[src/pepb_cfg.svh]
/*
 Constants for the prefetch and bus event counter: event numbers, unit masks,
 qualifier bit positions, widths and reset values.
 Assumes inclusion by bare name from the design files.
*/
`ifndef PEPB_CFG_SVH
`define PEPB_CFG_SVH
`define PEPB_EVT_SWPF_MISS   8'h4B
`define PEPB_EVT_LOAD_HIT_PF 8'h4C
`define PEPB_EVT_DC_PF_REQ   8'h4E
`define PEPB_EVT_BUS_OUTST   8'h60
`define PEPB_EVT_BUS_STALL   8'h61
`define PEPB_EVT_DATA_RDY    8'h62
`define PEPB_UM_T0           8'h01
`define PEPB_UM_T1T2         8'h02
`define PEPB_UM_NONE         8'h00
`define PEPB_UM_DC_PF        8'h10
`define PEPB_UM_AGENT_BIT    5
`define PEPB_UM_CORE_HI      7
`define PEPB_UM_CORE_LO      6
`define PEPB_CORE_THIS       2'h1
`define PEPB_CORE_ALL        2'h3
`define PEPB_CNT_W           40
`define PEPB_CNT_RST         40'h00_0000_0000
`define PEPB_PEND_W          4
`define PEPB_STALL_CYC       2'h2
`endif

[src/pepb_pkg.sv]
/*
 Types for the prefetch and bus event counter.
 Assumes pepb_cfg.svh is visible to the compile unit.
*/
package pepb_pkg;
   typedef enum logic [2:0] {
      PEPB_ST_IDLE  = 3'b001,
      PEPB_ST_HOLD1 = 3'b010,
      PEPB_ST_HOLD2 = 3'b100
   } pepb_stall_st_t;
endpackage

[src/pepb_counter.sv]
/*
 Event selection and counting for software prefetch misses, prefetch
 collisions, data cache prefetch requests and bus occupancy events.
 Assumes all event inputs are single-cycle pulses from core logic on clk,
 and bus pins already sampled into clk. Pin inputs pass four flops.
*/
`timescale 1ns/1ps
`include "pepb_cfg.svh"
module pepb_counter (
   input  wire logic                   clk,
   input  wire logic                   sys_rst,
   input  wire logic [7:0]             event_select,
   input  wire logic [7:0]             unit_mask,
   input  wire logic                   count_enable,
   input  wire logic                   count_clear,
   input  wire logic                   all_level_temporal_prefetch,
   input  wire logic                   second_level_temporal_prefetch,
   input  wire logic                   third_level_temporal_prefetch,
   input  wire logic                   prefetch_missed_all,
   input  wire logic                   load_hit_pending_prefetch,
   input  wire logic                   dcache_prefetch_request_event,
   input  wire logic                   line_read_issue,
   input  wire logic                   line_read_cacheable,
   input  wire logic                   line_read_from_data,
   input  wire logic                   line_read_other_core,
   input  wire logic                   line_read_done,
   input  wire logic                   line_read_done_other_core,
   input  wire logic                   stall_request,
   input  wire logic                   data_valid_pin,
   input  wire logic                   data_own_write,
   input  wire logic                   data_own_other_core,
   output logic                        bus_stall_signal,
   output logic [`PEPB_CNT_W-1:0]     event_count,
   output logic [`PEPB_PEND_W-1:0]    pending_reads
);
   logic [`PEPB_CNT_W-1:0]  cnt_r;
   logic [`PEPB_CNT_W-1:0]  cnt_nxt;
   logic [`PEPB_PEND_W-1:0] pend0_r;
   logic [`PEPB_PEND_W-1:0] pend0_nxt;
   logic [`PEPB_PEND_W-1:0] pend1_r;
   logic [`PEPB_PEND_W-1:0] pend1_nxt;
   logic [`PEPB_PEND_W-1:0] pend_r;
   logic [`PEPB_PEND_W-1:0] pend_nxt;
   logic [2:0]              dv_sync_r;
   logic [2:0]              dv_sync_nxt;
   logic                    dv_r;
   logic                    dv_nxt;
   logic                    not_ready_drive_event;
   logic                    t0_prefetch_miss_event;
   logic                    t1t2_prefetch_miss_event;
   logic                    data_ready_cycle_event;
   logic                    agent_all;
   logic [1:0]              core_sel;
   logic                    core_this_ok;
   logic                    core_other_ok;
   logic                    read_counted;
   logic [`PEPB_CNT_W-1:0]  incr;

   ////////////////////////////////////////////////////////////////////////
   // Stall driver
   pepb_stall_drv u_stall (
      .clk                   (clk),
      .sys_rst               (sys_rst),
      .stall_req             (stall_request),
      .bus_stall_signal      (bus_stall_signal),
      .not_ready_drive_event (not_ready_drive_event)
   );

   ////////////////////////////////////////////////////////////////////////
   // Qualifier decode
   always_comb begin
      agent_all     = unit_mask[`PEPB_UM_AGENT_BIT];
      core_sel      = unit_mask[`PEPB_UM_CORE_HI:`PEPB_UM_CORE_LO];
      core_this_ok  = (core_sel == `PEPB_CORE_THIS) || (core_sel == `PEPB_CORE_ALL);
      core_other_ok = (core_sel == `PEPB_CORE_ALL);
      // counted at execution, no retire gate
      t0_prefetch_miss_event   = all_level_temporal_prefetch && prefetch_missed_all;
      t1t2_prefetch_miss_event = (second_level_temporal_prefetch || third_level_temporal_prefetch)
                                 && prefetch_missed_all;
      read_counted = line_read_issue && line_read_cacheable && line_read_from_data;
      // own writes; any agent data; writing core in scope
      data_ready_cycle_event = dv_r && (agent_all
                               || (data_own_write && (data_own_other_core ? core_other_ok : core_this_ok)));
   end

   ////////////////////////////////////////////////////////////////////////
   // Pin sampling and pending read tracking
   always_comb begin
      dv_sync_nxt = {dv_sync_r[1:0], data_valid_pin};
      // Change accepted only when stages two and three agree
      dv_nxt      = (dv_sync_r[1] == dv_sync_r[2]) ? dv_sync_r[2] : dv_r;
      pend0_nxt   = pend0_r;
      pend1_nxt   = pend1_r;
      // pending from issue until full line received
      if (read_counted && !line_read_other_core) begin
         pend0_nxt = pend0_nxt + `PEPB_PEND_W'(1);
      end
      if (line_read_done && (pend0_r != '0)) begin
         pend0_nxt = pend0_nxt - `PEPB_PEND_W'(1);
      end
      if (read_counted && line_read_other_core) begin
         pend1_nxt = pend1_nxt + `PEPB_PEND_W'(1);
      end
      if (line_read_done_other_core && (pend1_r != '0)) begin
         pend1_nxt = pend1_nxt - `PEPB_PEND_W'(1);
      end
      pend_nxt = (core_this_ok ? pend0_nxt : '0) + (core_other_ok ? pend1_nxt : '0);
   end

   always_ff @(posedge clk) begin
      if (sys_rst) begin
         dv_sync_r <= 3'h0;
         dv_r      <= 1'b0;
         pend0_r   <= '0;
         pend1_r   <= '0;
         pend_r    <= '0;
      end else begin
         dv_sync_r <= dv_sync_nxt;
         dv_r      <= dv_nxt;
         pend0_r   <= pend0_nxt;
         pend1_r   <= pend1_nxt;
         pend_r    <= pend_nxt;
      end
   end

   ////////////////////////////////////////////////////////////////////////
   // Event select and counter
   always_comb begin
      incr = '0;
      case (event_select)
         `PEPB_EVT_SWPF_MISS: begin
            if (unit_mask == `PEPB_UM_T0) begin
               incr = `PEPB_CNT_W'(t0_prefetch_miss_event);
            end else if (unit_mask == `PEPB_UM_T1T2) begin
               incr = `PEPB_CNT_W'(t1t2_prefetch_miss_event);
            end
         end
         `PEPB_EVT_LOAD_HIT_PF: begin
            if (unit_mask == `PEPB_UM_NONE) begin
               incr = `PEPB_CNT_W'(load_hit_pending_prefetch);
            end
         end
         `PEPB_EVT_DC_PF_REQ: begin
            if (unit_mask == `PEPB_UM_DC_PF) begin
               incr = `PEPB_CNT_W'(dcache_prefetch_request_event);
            end
         end
         `PEPB_EVT_BUS_OUTST: begin
            incr = `PEPB_CNT_W'(pend_r);
         end
         `PEPB_EVT_BUS_STALL: begin
            incr = `PEPB_CNT_W'(not_ready_drive_event);
         end
         `PEPB_EVT_DATA_RDY: begin
            incr = `PEPB_CNT_W'(data_ready_cycle_event);
         end
         default: begin
            incr = '0;
         end
      endcase
      if (count_clear) begin
         cnt_nxt = `PEPB_CNT_RST;
      end else if (count_enable) begin
         cnt_nxt = cnt_r + incr;
      end else begin
         cnt_nxt = cnt_r;
      end
   end

   always_ff @(posedge clk) begin
      if (sys_rst) begin
         cnt_r <= `PEPB_CNT_RST;
      end else begin
         cnt_r <= cnt_nxt;
      end
   end

   assign event_count   = cnt_r;
   assign pending_reads = pend_r;

   property p_t0_count;
      @(posedge clk) disable iff (sys_rst)
      (count_enable && !count_clear && event_select == `PEPB_EVT_SWPF_MISS && unit_mask == `PEPB_UM_T0
       && all_level_temporal_prefetch && prefetch_missed_all) |=> cnt_r == $past(cnt_r) + 1;
   endproperty
   a_t0_count: assert property (p_t0_count) else $error("t0 miss not counted");

   property p_t1t2_count;
      @(posedge clk) disable iff (sys_rst)
      (count_enable && !count_clear && event_select == `PEPB_EVT_SWPF_MISS && unit_mask == `PEPB_UM_T1T2
       && third_level_temporal_prefetch && prefetch_missed_all) |=> cnt_r == $past(cnt_r) + 1;
   endproperty
   a_t1t2_count: assert property (p_t1t2_count) else $error("t1t2 miss not counted");

   property p_no_hit_no_count;
      @(posedge clk) disable iff (sys_rst)
      (count_enable && !count_clear && event_select == `PEPB_EVT_SWPF_MISS && !prefetch_missed_all)
      |=> cnt_r == $past(cnt_r);
   endproperty
   a_no_hit_no_count: assert property (p_no_hit_no_count) else $error("counted a hit");

   property p_load_hit;
      @(posedge clk) disable iff (sys_rst)
      (count_enable && !count_clear && event_select == `PEPB_EVT_LOAD_HIT_PF && unit_mask == `PEPB_UM_NONE
       && load_hit_pending_prefetch) |=> cnt_r == $past(cnt_r) + 1;
   endproperty
   a_load_hit: assert property (p_load_hit) else $error("load hit not counted");

   property p_dc_pf;
      @(posedge clk) disable iff (sys_rst)
      (count_enable && !count_clear && event_select == `PEPB_EVT_DC_PF_REQ && unit_mask == `PEPB_UM_DC_PF
       && dcache_prefetch_request_event) |=> cnt_r == $past(cnt_r) + 1;
   endproperty
   a_dc_pf: assert property (p_dc_pf) else $error("prefetch request lost");

   property p_outst_add;
      @(posedge clk) disable iff (sys_rst)
      (count_enable && !count_clear && event_select == `PEPB_EVT_BUS_OUTST)
      |=> cnt_r == $past(cnt_r) + `PEPB_CNT_W'($past(pend_r));
   endproperty
   a_outst_add: assert property (p_outst_add) else $error("pending sum wrong");

   property p_rfo_excluded;
      @(posedge clk) disable iff (sys_rst)
      (line_read_issue && !line_read_cacheable && !line_read_done && !line_read_other_core)
      |=> pend0_r == $past(pend0_r);
   endproperty
   a_rfo_excluded: assert property (p_rfo_excluded) else $error("excluded read pended");

   property p_data_valid_signal_all;
      @(posedge clk) disable iff (sys_rst)
      (count_enable && !count_clear && event_select == `PEPB_EVT_DATA_RDY && agent_all && dv_r)
      |=> cnt_r == $past(cnt_r) + 1;
   endproperty
   a_data_valid_signal_all: assert property (p_data_valid_signal_all) else $error("data cycle lost");

   property p_data_valid_signal_own;
      @(posedge clk) disable iff (sys_rst)
      (count_enable && !count_clear && event_select == `PEPB_EVT_DATA_RDY && !agent_all && dv_r
       && !data_own_write) |=> cnt_r == $past(cnt_r);
   endproperty
   a_data_valid_signal_own: assert property (p_data_valid_signal_own) else $error("foreign data counted");
endmodule

[src/pepb_stall_drv.sv]
/*
 Bus stall driver: asserts the stall signal for exactly two bus cycles per
 request and reports one event per assertion.
 Assumes the request comes from logic on the same clock.
*/
`timescale 1ns/1ps
`include "pepb_cfg.svh"
module pepb_stall_drv (
   input  wire logic clk,
   input  wire logic sys_rst,
   input  wire logic stall_req,
   output logic      bus_stall_signal,
   output logic      not_ready_drive_event
);
   pepb_pkg::pepb_stall_st_t st_r;
   pepb_pkg::pepb_stall_st_t st_nxt;
   logic                     stall_r;
   logic                     stall_nxt;
   logic                     ev_r;
   logic                     ev_nxt;

   ////////////////////////////////////////////////////////////////////////
   // two-cycle assertion
   always_comb begin
      st_nxt    = st_r;
      stall_nxt = 1'b0;
      ev_nxt    = 1'b0;
      case (st_r)
         pepb_pkg::PEPB_ST_IDLE: begin
            if (stall_req) begin
               st_nxt    = pepb_pkg::PEPB_ST_HOLD1;
               stall_nxt = 1'b1;
               ev_nxt    = 1'b1;
            end
         end
         pepb_pkg::PEPB_ST_HOLD1: begin
            st_nxt    = pepb_pkg::PEPB_ST_HOLD2;
            stall_nxt = 1'b1;
         end
         pepb_pkg::PEPB_ST_HOLD2: begin
            st_nxt = pepb_pkg::PEPB_ST_IDLE;
         end
         default: begin
            st_nxt = pepb_pkg::PEPB_ST_IDLE;
         end
      endcase
   end

   always_ff @(posedge clk) begin
      if (sys_rst) begin
         st_r    <= pepb_pkg::PEPB_ST_IDLE;
         stall_r <= 1'b0;
         ev_r    <= 1'b0;
      end else begin
         st_r    <= st_nxt;
         stall_r <= stall_nxt;
         ev_r    <= ev_nxt;
      end
   end

   assign bus_stall_signal      = stall_r;
   assign not_ready_drive_event = ev_r;

   property p_stall_two;
      @(posedge clk) disable iff (sys_rst)
      $rose(stall_r) |-> stall_r ##1 stall_r ##1 !stall_r;
   endproperty
   a_stall_two: assert property (p_stall_two) else $error("stall not two cycles");

   property p_event_on_rise;
      @(posedge clk) disable iff (sys_rst)
      ev_r == $rose(stall_r);
   endproperty
   a_event_on_rise: assert property (p_event_on_rise) else $error("stall event mismatch");
endmodule

[config.mk]
export PLATFORM = sky130hd
export DESIGN_NAME = pepb_counter
export DESIGN_NICKNAME = d
export VERILOG_FILES = /design/src/pepb_pkg.sv /design/src/pepb_counter.sv /design/src/pepb_stall_drv.sv
export VERILOG_INCLUDE_DIRS = /design/src
export SDC_FILE = /design/constraint.sdc
export NUM_CORES = 1
export LEC_CHECK = 0
export BUFFER_PORTS_ARGS = -buffer_cell sky130_fd_sc_hd__buf_2
export CELL_PAD_IN_SITES_DETAIL_PLACEMENT = 1
export CELL_PAD_IN_SITES_GLOBAL_PLACEMENT = 1
export CORE_UTILIZATION = 42
export DETAILED_ROUTE_END_ITERATION = 8
export GPL_TIMING_DRIVEN = 0
export PLACE_DENSITY_LB_ADDON = 0.1
export SYNTH_ARGS = -nofsm -noshare
export SYNTH_HDL_FRONTEND = slang
export SYNTH_HIERARCHICAL = 1
export SYNTH_SLANG_ARGS = --single-unit
[constraint.sdc]
create_clock -name clk -period 5.1 [get_ports clk]
set_input_delay 0.765 -clock clk [delete_from_list [all_inputs] [get_ports clk]]
set_output_delay 0.765 -clock clk [all_outputs]
set_load 0.02 [all_outputs]
Yosys cells after proc, flatten, opt, wreduce, memory -nomap -nowiden. Cells that the tools add are included.

Add/sub/neg operators: 6. Eq/ne operators: 15. Muxes and demuxes: 16. Bitwise operators: 1. Reductions and logical operators: 19.

Operators with widths (number): one-hot mux 40 bit (6 select lines) (1); equality test 8 x 7 -> 1 bit, second input constant (6); adder 40 bit (1); two-way mux 4 bit (6); logical AND 1 bit (10); adder 4 x 1 -> 4 bit, second input constant (2); equality test 8 x 1 -> 1 bit, second input constant (1); equality test 8 x 2 -> 1 bit, second input constant (1); equality test 8 x 5 -> 1 bit, second input constant (1); zero test 8 bit (1); nonzero test 4 bit (2); subtractor 4 x 1 -> 4 bit, second input constant (2); two-way mux 1 bit (6); one-hot mux 3 bit (2 select lines) (1); adder 4 bit (1); OR reduction 2 bit (2); equality test 3 x 1 -> 1 bit, second input constant (1); equality test 3 x 2 -> 1 bit, second input constant (1); logical OR 1 bit (3); two-way mux 3 bit (1); equality test 2 x 1 -> 1 bit, second input constant (1); equality test 2 bit, second input constant (1); != test 2 bit, second input constant (1); one-hot mux 1 bit (2 select lines) (1); other kinds (3) (3).

Register bits: 61. Bits of input ports: 36. Output and inout bits: 45. Word-level logic and storage cells: 66.

Longest topological paths before layout.
Word-level depth: 8. Gate-level depth with buffers: 17. Mapped depth without buffers: 16.

Hierarchy. The synthesis kept the hierarchy.

Modules (own cells, without submodules): pepb_counter (instances 1, cells an instance 366, area each 3041.7 sq um, seq. area each 1121.1 sq um); pepb_stall_drv (instances 1, cells an instance 12, area each 145.1 sq um, seq. area each 100.1 sq um).

Worst setup path after synthesis. Ideal clock, no wire load.

Kind: input-to-reg. From: input port event_select[2]. To: register cnt_r[24] (netlist: event_count[24]). Library setup time: 128 ps. Arrival time: 3072 ps. Required time: 4972 ps. Setup slack: 1901 ps. Cell stages on the path: 15. Cells stage by stage: nor3_1 -> nand4_1 -> nor3_1 -> o32ai_1 -> o22ai_1 -> ha_1 -> inv_1 -> fa_1 -> nor2b_1 -> o21a_1 -> o211ai_1 -> clkbuf_1 -> nor4_1 -> xnor2_1 -> nor2_1.

Longest elaborated chain between the ends: 3. Elaborated cells on any way between the ends: 8. Classes of those cells: add/sub: 1; eq/ne: 6; mux: 1.

Ends and longest elaborated chain: start, declared (RTL line pepb_counter.sv:12) `input wire logic [7:0] event_select,`; equality test 8 x 7 -> 1 bit (RTL line pepb_counter.sv:130) `case (event_select)`; one-hot mux 40 bit (6 select lines) (*) (RTL line pepb_counter.sv:130); adder 40 bit (*) (RTL line pepb_counter.sv:164) `cnt_nxt = cnt_r + incr;`; end signal, assigned (RTL line pepb_counter.sv:172) `` cnt_r <= `PEPB_CNT_RST; ``; end signal, assigned (RTL line pepb_counter.sv:174) `cnt_r <= cnt_nxt;`; end, declared (RTL line pepb_counter.sv:36) `` logic [`PEPB_CNT_W-1:0] cnt_r; ``.

Mark *: on every way between the ends. The rest lies on a longest branch, timed or not. A chain may end at the register's enable or synchronous reset.

Worst setup path after layout.
From: input port event_select[1]. To: register cnt_r[34] (netlist: event_count[34]).

The elaborated chain is that of the path after synthesis.

==> impl_metrics.toml <==
[placed_design]
hpwl_microns = 6030
gp_congestion = 0.7521
dp_slack_ps = 1146
io_buffers = 79

[timing]
fin_skew_ps = 13.42
fin_setup_tns_ps = 0
fin_crit_sh_pct = 70.25
slew_headroom_pct = 63.57
final-max-slew-violation-count = 0
fin_hold_ws_ps = 439.8
tightest_slew_ps = 541.9
finalHoldViolations = 0
fin_ws_ps = 1517
setup_violations = 0
fmax_mhz = 279.1
finalCriticalPeriod_ps = 3583
rsz0062_at_grt = "false"

[die]
die_x_microns = 89.11
num_rows = 31
dieArea_sq_um = 7940
fp.coreArea_sq_um = 7292
start_util_pct = 43.70
io_pins = 81
chipHeight_microns = 89.11

[clock_tree]
cts_max_level = 3
clk_latency_ps = 350
clkTransAtPathRegs_ps = 70
post_cts_buffers = 0
clockRootBuffer = "clkbuf_8"
cts.repair.resized = 0
clk_path_buf_depth = 2
cts_buffers = 9
clock-sinks = 61
cts_tree = "built"
hold_buffers = 0

[critical_path]
cp-startpoint = "event_select[1]"
cp_data_required_time_ps = 5310
r2r-start = "dv_r$_SDFFE_PP0N_"
path_class = "primary input to register"
end_kind = "register"
startpoint_type = "primary input"
cp.arrival_ps = 3790
critPathMaxFanout = 10

[drt]
drtPass1Iterations = 4
drtAntennaViolNets = 0
drc = 0
vias_per_cell = 5.166
wl_per_cell_microns = 14.40
via_count = 2955
wl_microns = 8238
drt-initial-drc-count = 59

[min_path]
hp-start = "dv_sync_r[0]$_SDFF_PP0_"
min_path_type = "register to register"

[grt]
first_global_vias = 3017
antenna_found_initial = 0
grt_use_met3_pct = 4.063
grt_usage_pct = 22.26
grt_pass1_wl_microns = 13630
gr-usage-met2_pct = 41.43
overflow = 0
use_met1_pct = 25.55
grt_max_degree = 14
grt_busiest_layer = "met2"

[synth]
seq_area_frac_synth_pct = 38.32
synthesis.nets = 429
ys_types = 51
synth_seq_cells = 61
syn-cell-area_sq_um = 3187
avgSynthCellArea_sq_um = 8.431
syn_inst = 378
async_flop_share_pct = 0
yosysWarnings = 6
synth-edff-count = 0
ys.flop_type = "dfxtp_1"

[finish]
synthToLayoutAreaGrowth_pct = 23.83
antenna_cells = 0
drive_gt1_share_pct = 22.20
nets = 519

[power_and_ir_drop]
power_density_nw_per_um2 = 377.1
irDropWorstVdd_uv = 247.4
p_leak_nw = 1.650
p_total_mw = 1.488

[outcome]
status = "finished, final reports clean"

[job]
maxCapViolCount = 0
[registers in the layout, summed over array words and instances (netlist names)]
name	count
u_stall/st_r	3
dv_r	1
u_stall/bus_stall_signal	1
u_stall/not_ready_drive_event	1
event_count	40
pend0_r	4
dv_sync_r	3
pend1_r	4
pending_reads	4
[power breakdown]
| group | switching (mW) | internal (mW) | leakage, nW |
|---|---|---|---|
| Clock | 0.194 | 0.338 | 0.121 |
| Combinational | 0.217 | 0.178 | 1.04 |
| Sequential | 0.0409 | 0.520 | 0.494 |
[worst paths after layout]
path / slack [ps] / endpoint / cells past startpoint
max: 1520 / event_count[34]$_SDFFE_PP0P_ / 18
max reg2reg: 2050 / event_count[34]$_SDFFE_PP0P_ / 15
min reg2reg: 440 / dv_sync_r[1]$_SDFF_PP0_ / 1
min: 440 / dv_sync_r[1]$_SDFF_PP0_ / 1
[per-stage QoR]
stage | cell area [sq um] | instances | utilization [%]
3_3_place_gp | 3706 | 556 | 50.82
6_report | 3946 | 572 | 54.12
3_5_place_dp | 3706 | 556 | 50.82
2_1_floorplan | 3187 | 378 | -
4_1_cts | 3946 | 572 | 54.12
5_1_grt | 3946 | 572 | 54.12
[cells in the mapped netlist (all sizes together), types with 4 or more instances]
cell / n / share of area, %
and4: 4 / 1.2
ha: 13 / 5.1
nand3: 13 / 2.0
nand2: 29 / 3.4
dfxtp: 61 / 38
xnor2: 25 / 6.9
xor2: 18 / 4.9
clkbuf: 10 / 1.2
nand4: 7 / 1.4
nor3: 17 / 3.0
and2: 5 / 0.98
nor2b: 12 / 2.4
or3: 9 / 1.8
and3: 5 / 0.98
nor4: 7 / 1.4
nor2: 48 / 5.7
inv: 22 / 2.6
mux2i: 6 / 1.9
o21ai: 13 / 2.0
a21oi: 16 / 2.5
[layer usage]
metal,part of all wire [%],wire (microns),vias to the layer above
met3,2.4,200,9
met1,44,3594,1426
met2,53,4333,45
li1,-,-,1475
met5,0,0,-
met4,1.3,109,0
[layout make-up]
type,instances,area [sq um]
Fill cell,938,3346
Multi-Input combinational cell,283,1833
Sequential cell,61,1221
Timing Repair Buffer,79,395.4
Clock buffer,12,145.1
Tap cell,99,123.9
Clock inverter,4,95.09
Inverter,22,82.58
Buffer,12,50.05
[cell families after synthesis]
family                   after synthesis  synth area share, %
adder cells (fa/ha/maj)               15                6.361
XOR/XNOR                              43                11.82
flip-flops                            61                38.32
multiplexers                           7                2.238
AO/OA/AOI/OAI                         50                9.972
buffers and inverters                 34                4.162
AND/OR/NAND/NOR                      168                27.13
[critical path, stage by stage]
cell and delay, ps:
buf_2 140, nand2_1 60, nor3_1 150, nand4_1 140, nor3_1 190, o32ai_1 120
o22ai_1 170, ha_1 200, inv_1 60, fa_1 400, nor2b_1 130, o21a_1 150
o211ai_1 120, clkbuf_1 290, nor3_2 360, nand2_1 130, xor2_1 170, nor2_1 50
[cell usage in the layout, fill, tap and decap left out, types with 6 or more instances in the layout]
master / count
buf_2: 80
dfxtp_1: 61
nor2_1: 48
nand2_1: 29
xnor2_1: 25
inv_1: 22
xor2_1: 18
a21oi_1: 16
nor3_1: 15
nand3_1: 13
o21ai_0: 13
ha_1: 13
clkbuf_1: 12
nor2b_1: 12
clkbuf_8: 10
or3_1: 9
nand4_1: 7
nor4_1: 7
mux2i_1: 6
(Power assumes the default switching activity.)
